### config.mk
export PLATFORM = sky130hd
export DESIGN_NAME = ssto_core
export DESIGN_NICKNAME = d
export VERILOG_FILES = /design/src/ssto_core.v
export VERILOG_INCLUDE_DIRS = /design/src
export SDC_FILE = /design/constraint.sdc
export NUM_CORES = 2
export LEC_CHECK = 0
export BUFFER_PORTS_ARGS = -buffer_cell sky130_fd_sc_hd__buf_2
export CAP_MARGIN = 20
export CELL_PAD_IN_SITES_DETAIL_PLACEMENT = 0
export CELL_PAD_IN_SITES_GLOBAL_PLACEMENT = 1
export CORE_ASPECT_RATIO = 0.75
export CORE_MARGIN = 5
export CORE_UTILIZATION = 45
export DETAILED_ROUTE_END_ITERATION = 12
export PLACE_DENSITY_LB_ADDON = 0.08
export SETUP_SLACK_MARGIN = 0.15
export SYNTH_ARGS = -nofsm -noshare
export SYNTH_HDL_FRONTEND = slang
export SYNTH_SLANG_ARGS = --single-unit
### constraint.sdc
create_clock -name ref_clk -period 4.2 [get_ports ref_clk]
set_input_delay 0.21 -clock ref_clk [delete_from_list [all_inputs] [get_ports ref_clk]]
set_output_delay 0.21 -clock ref_clk [all_outputs]
set_load 0.03 [all_outputs]
### src/ssto_map.vh
`ifndef SSTO_MAP_VH
`define SSTO_MAP_VH
// APB register byte addresses
`define SSTO_ADDR_INSTR 12'h000
`define SSTO_ADDR_ACC 12'h004
`define SSTO_ADDR_STATUS 12'h008
`define SSTO_ADDR_DIR5 12'h00C
`define SSTO_ADDR_DIR6 12'h010
`define SSTO_ADDR_DIR7 12'h014
`define SSTO_ADDR_FILE 12'h400
// File window: 128 words from FILE base
`define SSTO_FILE_WORDS 128
// Opcode fields
`define SSTO_OP_SUB 6'h02
`define SSTO_OP_SWAP 6'h0E
`define SSTO_OP_DIR 11'h00C
`define SSTO_DIR_LO 3'h5
`define SSTO_DIR_HI 3'h7
// Status bit positions
`define SSTO_ST_C 0
`define SSTO_ST_DC 1
`define SSTO_ST_Z 2
`define SSTO_ST_BUSY 3
// Phase codes
`define SSTO_PH_IDLE 3'h0
`define SSTO_PH_Q1 3'h1
`define SSTO_PH_Q2 3'h2
`define SSTO_PH_Q3 3'h3
`define SSTO_PH_Q4 3'h4
// Instruction field positions
`define SSTO_F_OP_HI 13
`define SSTO_F_OP_LO 8
`define SSTO_F_DEST 7
`define SSTO_F_FILE_HI 6
`define SSTO_F_DIR_LO 3
`define SSTO_F_SEL_HI 2
`define SSTO_F_LSB 0
// Word index field of a file address
`define SSTO_F_IDX_HI 8
`define SSTO_F_IDX_LO 2
// Reset values
`define SSTO_RST_DIR 8'hFF
`endif

### src/ssto_core.v
`timescale 1ns/1ps
`include "ssto_map.vh"
module ssto_core (
	input wire ref_clk, // 50 MHz clock
	input wire rstn, // Async reset, active low
	input wire psel, // APB select
	input wire penable, // APB enable
	input wire pwrite, // APB direction
	input wire [11:0] paddr, // APB byte address
	input wire [31:0] pwdata, // APB write data
	output reg [31:0] prdata, // APB read data
	output reg pready, // APB ready
	output reg pslverr, // APB error
	output reg [7:0] dirPort5, // Port 5 direction register
	output reg [7:0] dirPort6, // Port 6 direction register
	output reg [7:0] dirPort7, // Port 7 direction register
	output reg execDone // Pulse at end of Q4
);
	localparam PH_IDLE = `SSTO_PH_IDLE;
	localparam PH_Q1 = `SSTO_PH_Q1;
	localparam PH_Q2 = `SSTO_PH_Q2;
	localparam PH_Q3 = `SSTO_PH_Q3;
	localparam PH_Q4 = `SSTO_PH_Q4;

	// File registers, written by the bus or by Q4
	reg [7:0] fileMem [0:`SSTO_FILE_WORDS-1];
	reg [13:0] instr_r;
	reg [7:0] acc_r;
	reg carry_r;
	reg digit_carry_flag_r;
	reg zero_r;
	reg [2:0] phase_r;
	reg [2:0] phase_nxt;
	reg [7:0] fileVal_r;
	reg [7:0] result_r;
	reg resC_r;
	reg resDc_r;
	// Decoded operation, captured in Q1 and held through Q4
	reg isSub_r;
	reg isSwap_r;
	reg isDir_r;
	reg destFile_r;

	// Bus phase decodes
	wire setup = psel && !penable;
	wire access = psel && penable;
	wire busy = (phase_r != PH_IDLE);
	wire isFileAddr = (paddr >= `SSTO_ADDR_FILE) &&
		(paddr < `SSTO_ADDR_FILE + 4 * `SSTO_FILE_WORDS);
	wire [6:0] fileIdx = paddr[`SSTO_F_IDX_HI:`SSTO_F_IDX_LO];
	// Instruction fields, named once so decode and execute agree
	wire [5:0] opField = instr_r[`SSTO_F_OP_HI:`SSTO_F_OP_LO];
	wire [10:0] dirField = instr_r[`SSTO_F_OP_HI:`SSTO_F_DIR_LO];
	wire [2:0] selField = instr_r[`SSTO_F_SEL_HI:`SSTO_F_LSB];
	wire destBit = instr_r[`SSTO_F_DEST];
	wire [6:0] opFile = instr_r[`SSTO_F_FILE_HI:`SSTO_F_LSB];
	// Nine-bit difference keeps the borrow in its top bit
	wire [8:0] diff = {1'b0, fileVal_r} - {1'b0, acc_r};
	// Low-nibble difference; its top bit is the nibble borrow
	wire [4:0] diffLo = {1'b0, fileVal_r[3:0]} - {1'b0, acc_r[3:0]};

	// Known register address check, used by the error logic
	function known;
		input [11:0] a;
		begin
			known = (a == `SSTO_ADDR_INSTR) || (a == `SSTO_ADDR_ACC) ||
				(a == `SSTO_ADDR_STATUS) || (a == `SSTO_ADDR_DIR5) ||
				(a == `SSTO_ADDR_DIR6) || (a == `SSTO_ADDR_DIR7);
		end
	endfunction

	// Bus write hitting one register address
	function wrHit;
		input [11:0] a;
		begin
			wrHit = access && pwrite && (paddr == a);
		end
	endfunction

	// Phase sequencer; writing INSTR launches Q1
	always @* begin
		phase_nxt = phase_r;
		case (phase_r)
			PH_IDLE: begin
				if (wrHit(`SSTO_ADDR_INSTR)) begin
					phase_nxt = PH_Q1;
				end
			end
			PH_Q1: phase_nxt = PH_Q2;
			PH_Q2: phase_nxt = PH_Q3;
			PH_Q3: phase_nxt = PH_Q4;
			PH_Q4: phase_nxt = PH_IDLE;
			default: phase_nxt = PH_IDLE;
		endcase
	end

	// APB answers in the access cycle; no wait states
	always @(posedge ref_clk or negedge rstn) begin
		if (!rstn) begin
			pready <= 1'b0;
			pslverr <= 1'b0;
			prdata <= 32'h00000000;
		end else begin
			// Unmapped addresses still complete, but flag an error
			pready <= setup;
			pslverr <= setup && !(known(paddr) || isFileAddr);
			prdata <= 32'h00000000;
			if (setup && !pwrite) begin
				if (isFileAddr) begin
					prdata <= {24'h000000, fileMem[fileIdx]};
				end else if (paddr == `SSTO_ADDR_INSTR) begin
					prdata <= {18'h00000, instr_r};
				end else if (paddr == `SSTO_ADDR_ACC) begin
					prdata <= {24'h000000, acc_r};
				end else if (paddr == `SSTO_ADDR_STATUS) begin
					prdata <= {28'h0000000, busy, zero_r, digit_carry_flag_r, carry_r};
				end else if (paddr == `SSTO_ADDR_DIR5) begin
					prdata <= {24'h000000, dirPort5};
				end else if (paddr == `SSTO_ADDR_DIR6) begin
					prdata <= {24'h000000, dirPort6};
				end else if (paddr == `SSTO_ADDR_DIR7) begin
					prdata <= {24'h000000, dirPort7};
				end
			end
		end
	end

	// Pipeline and architectural state; execute wins over bus writes
	always @(posedge ref_clk or negedge rstn) begin
		if (!rstn) begin
			phase_r <= PH_IDLE;
			instr_r <= 14'h0000;
			acc_r <= 8'h00;
			carry_r <= 1'b0;
			digit_carry_flag_r <= 1'b0;
			zero_r <= 1'b0;
			fileVal_r <= 8'h00;
			result_r <= 8'h00;
			resC_r <= 1'b0;
			resDc_r <= 1'b0;
			isSub_r <= 1'b0;
			isSwap_r <= 1'b0;
			isDir_r <= 1'b0;
			destFile_r <= 1'b0;
			dirPort5 <= `SSTO_RST_DIR;
			dirPort6 <= `SSTO_RST_DIR;
			dirPort7 <= `SSTO_RST_DIR;
			execDone <= 1'b0;
		end else begin
			phase_r <= phase_nxt;
			execDone <= (phase_r == PH_Q4);
			// Bus writes accepted only when idle, so a running op sees stable inputs
			if (access && pwrite && !busy) begin
				if (paddr == `SSTO_ADDR_INSTR) instr_r <= pwdata[13:0];
				if (paddr == `SSTO_ADDR_ACC) acc_r <= pwdata[7:0];
				if (paddr == `SSTO_ADDR_STATUS) begin
					carry_r <= pwdata[`SSTO_ST_C];
					digit_carry_flag_r <= pwdata[`SSTO_ST_DC];
					zero_r <= pwdata[`SSTO_ST_Z];
				end
			end
			case (phase_r)
				PH_Q1: begin
					// Decode
					isSub_r <= (opField == `SSTO_OP_SUB);
					isSwap_r <= (opField == `SSTO_OP_SWAP);
					// Operand 5 to 7 only; other values never set isDir_r
					isDir_r <= (dirField == `SSTO_OP_DIR) &&
						(selField >= `SSTO_DIR_LO) &&
						(selField <= `SSTO_DIR_HI);
					destFile_r <= destBit;
				end
				PH_Q2: fileVal_r <= fileMem[opFile];
				PH_Q3: begin
					if (isSub_r) begin
						result_r <= diff[7:0];
						resC_r <= !diff[8];
						resDc_r <= !diffLo[4];
					end else begin
						// Also runs for other opcodes; Q4 never writes it then
						result_r <= {fileVal_r[3:0], fileVal_r[7:4]};
					end
				end
				PH_Q4: begin
					// Write back; flags move only for subtract
					if ((isSub_r || isSwap_r) && !destFile_r) begin
						acc_r <= result_r;
					end
					if (isSub_r) begin
						carry_r <= resC_r;
						digit_carry_flag_r <= resDc_r;
						zero_r <= (result_r == 8'h00);
					end
					if (isDir_r) begin
						case (selField)
							`SSTO_DIR_LO: dirPort5 <= acc_r;
							`SSTO_DIR_HI: dirPort7 <= acc_r;
							default: dirPort6 <= acc_r;
						endcase
					end
				end
				default: begin
				end
			endcase
		end
	end

	// File memory has no reset; one write port shared by bus and Q4
	always @(posedge ref_clk) begin
		if (phase_r == PH_Q4 && (isSub_r || isSwap_r) && destFile_r) begin
			fileMem[opFile] <= result_r;
		end else if (access && pwrite && !busy && isFileAddr) begin
			fileMem[fileIdx] <= pwdata[7:0];
		end
	end
endmodule // ssto_core

==> impl_metrics.yaml <==
power_and_ir_drop:
  p_per_area_nw_per_um2: 453.4
  vdd_drop_max_mv: 0.3474
  switchingPower_mw: 7.009
  clockPowerShare_pct: 36.7
  p_leak_nw: 19.14
  seqPwrFrac_pct: 51.1
  swShare_pct: 25.99
  p_int_mw: 19.96
  power_frac_comb_pct: 12.3
layout:
  fillerInstances: 9292
  drive_gt1_share_pct: 34.05
  fin_nets: 3086
  final_area_um2: 59490
  syn_to_final_growth_pct: 13.17
timing:
  finalMaxSlewViolations: 0
  fmax_mhz: 257.9
  setup_viol: 0
  relSlewSlack_pct: 19.79
  tns_ps: 0
  skew_ps: 24.82
  fin_crit_ps: 3878
  hold_viol: 0
  timing.final.crit_share_pct: 92.33
  worst_pin_slew_ps: 1200
  rsz0062_at_grt: "no"
die:
  core_area_um2: 115800
  dieWidth_um: 404.7
  std_cell_rows: 108
  io_pins: 108
  die_y_um: 306.0
  start_util_pct: 45.39
  dieArea_um2: 123800
critical_path:
  critPathLaunchType: "flop"
  rrSetupSlack_ps: 320
  required_ps: 4530
  setup.worst_path.end: "fileMem[122][7]"
  r2r-start: "phase_r[1]"
  critical_path_class: "flop to flop"
  cp-end-kind: "flop"
  cp.arrival_ps: 4210
  r2r_end: "fileMem[122][7]"
  cp_max_fo: 10
  worstSetupStartpoint: "phase_r[1]"
  rr_worst_depth: 7
logic_synthesis:
  ys_types: 66
  synth_async_sr_flop_share_pct: 8.161
  synth.top_cells.by_count: "edfxtp_1, mux4_2, nor2_1"
  synth_top_area_share_pct: 58.50
  synth.area.top_cells: "edfxtp_1, mux4_2, dfrtp_1"
  syn_area_per_cell_um2: 18.50
  yosysSeqAreaShare_pct: 62.89
  syn_inst: 2841
  synth_edf_count: 1024
  yosysWarnings: 0
  synth_seq_cells: 1115
  synth_most_common_cell: "edfxtp_1"
  syn-cell-area_um2: 52570
  ys.flop_type: "edfxtp_1"
  yosysTopAreaCell: "edfxtp_1"
global_route:
  antenna_found_initial: 14
  grt_usage_pct: 26.87
  grt_max_degree: 129
  grt_overflow: 0
  grt_pass1_wl_mm: 235.3
  grt_pass1_vias: 30973
cts:
  clkSlewWorstSetupHoldPaths_ps: 60
  cts_root_buffer: "clkbuf_16"
  cts_buffer_depth: 3
  clock_sinks: 1115
  cts_hold_buf: 23
  clk_latency_ps: 720
  cts_resized: 0
  cts_buffers: 114
  post_cts_buffers: 0
  cts_tree: "built"
  htree_levels: 3
placed_design:
  dp.final_hpwl_mm: 113.5
  gp_congestion: 0.9004
  place_area_um2: 55660
  portBuffers: 71
detailed_routing:
  first_pass_iters: 6
  drtIter0Drc: 3569
  wl_per_cell_um: 35.64
  drc_errors: 0
  dr_wl_met3_mm: 15.99
  vias_per_cell: 6.549
  postRouteAntennaNets: 0
  highest_layer: "met5"
  dr_wl_met2_mm: 73.78
  wl_met1_mm: 71.63
  routed_wl_mm: 166.1
  num_vias: 30530
run_status:
  status: "finished clean"
run:
  cap_violations: 0
min_path:
  hold-path-cell-count: 5
  hp-class: "input pin to flop"
cell usage in the layout (no fill, tap or decap), types with 45 or more instances in the layout:
cell type  instances
buf_4            162
buf_2             66
nand2_1           89
mux4_2           537
nor2_1           175
edfxtp_1        1024
mux2_2            45
clkbuf_16        118
dfrtp_1           63
mux2i_1          155
o21ai_0           74
o22ai_1           49
how the worst min path moves through the flow:
stage / from / to / slack [ps]
global route: paddr[10] / pslverr / 30
CTS: paddr[10] / pslverr / 1
detailed placement: rstn / prdata[8] / 220
finish: paddr[10] / pslverr / 50
floorplan: rstn / acc_r[0] / -90
global placement: rstn / instr_r[13] / 210
layer usage:
layer | vias up | GRT usage (%)
met5 | - | 0
met4 | 10 | 6.857
met3 | 262 | 6.417
met2 | 1442 | 39.68
met1 | 16497 | 40.65
li1 | 12319 | -
sequential cells by signal, indices dropped and copies added, names as in the netlist, 3 cells and up:
register	count
dirPort6	8
prdata	14
fileMem	1024
dirPort5	8
result_r	8
acc_r	8
dirPort7	8
instr_r	14
phase_r	3
fileVal_r	8
area by class of cell:
class                   count  area [um2]  area share (%)
flip-flops and latches   1115       33070           55.59
multi-input cells        1492       18370           30.88
clock buffers             150        3114           5.235
repair buffers            287        2480           4.169
well taps                1540        1927           3.239
clock inverters            57       451.7          0.7593
inverters                  18       67.56          0.1136
diodes                      3       7.507         0.01262
cell families after synthesis:
family	synth area share, %
adders and majority gates	0.2285
buffers and inverters	2.445
AOI/OAI and AO/OA	3.823
other	0.007134
muxes	26.92
xor gates and xnor gates	0.03333
and+or+nand+nor	3.654
DFF	62.89
per-stage QoR:
stage                     utilization [%]  instances  setup slack, ps  total power [mW]  hold WS [ps]
final                               51.37       4662            322.2             26.97         47.24
after global routing                51.36       4659            199.2             27.77         25.65
after CTS                           51.35       4658            413.4             27.13         1.425
after detailed placement            48.07       4428            433.7             17.28         217.0
after global placement              48.06       4427            468.8             17.14         207.5
after floorplan                         -       2858            623.7             15.68        -85.59
worst max-delay path, stage by stage, from the launching register on:
cell and delay, ps:
dfrtp_1 440, nor3_1 290, nand4_1 310, nand2b_1 470
and2_1 340, or2_2 650, buf_4 300, nor2_1 680
power by group through the flow:
stage | logic [mW] | registers [mW] | clock network (mW)
6_report | 3.31 | 13.8 | 9.89
3_5_place_dp | 3.29 | 14.0 | 0
5_1_grt | 3.51 | 13.8 | 10.5
3_3_place_gp | 3.17 | 14.0 | 0
4_1_cts | 3.31 | 13.8 | 10.1
2_1_floorplan | 1.57 | 14.1 | 0
No activity file was read; power rests on OpenSTA's default activity.
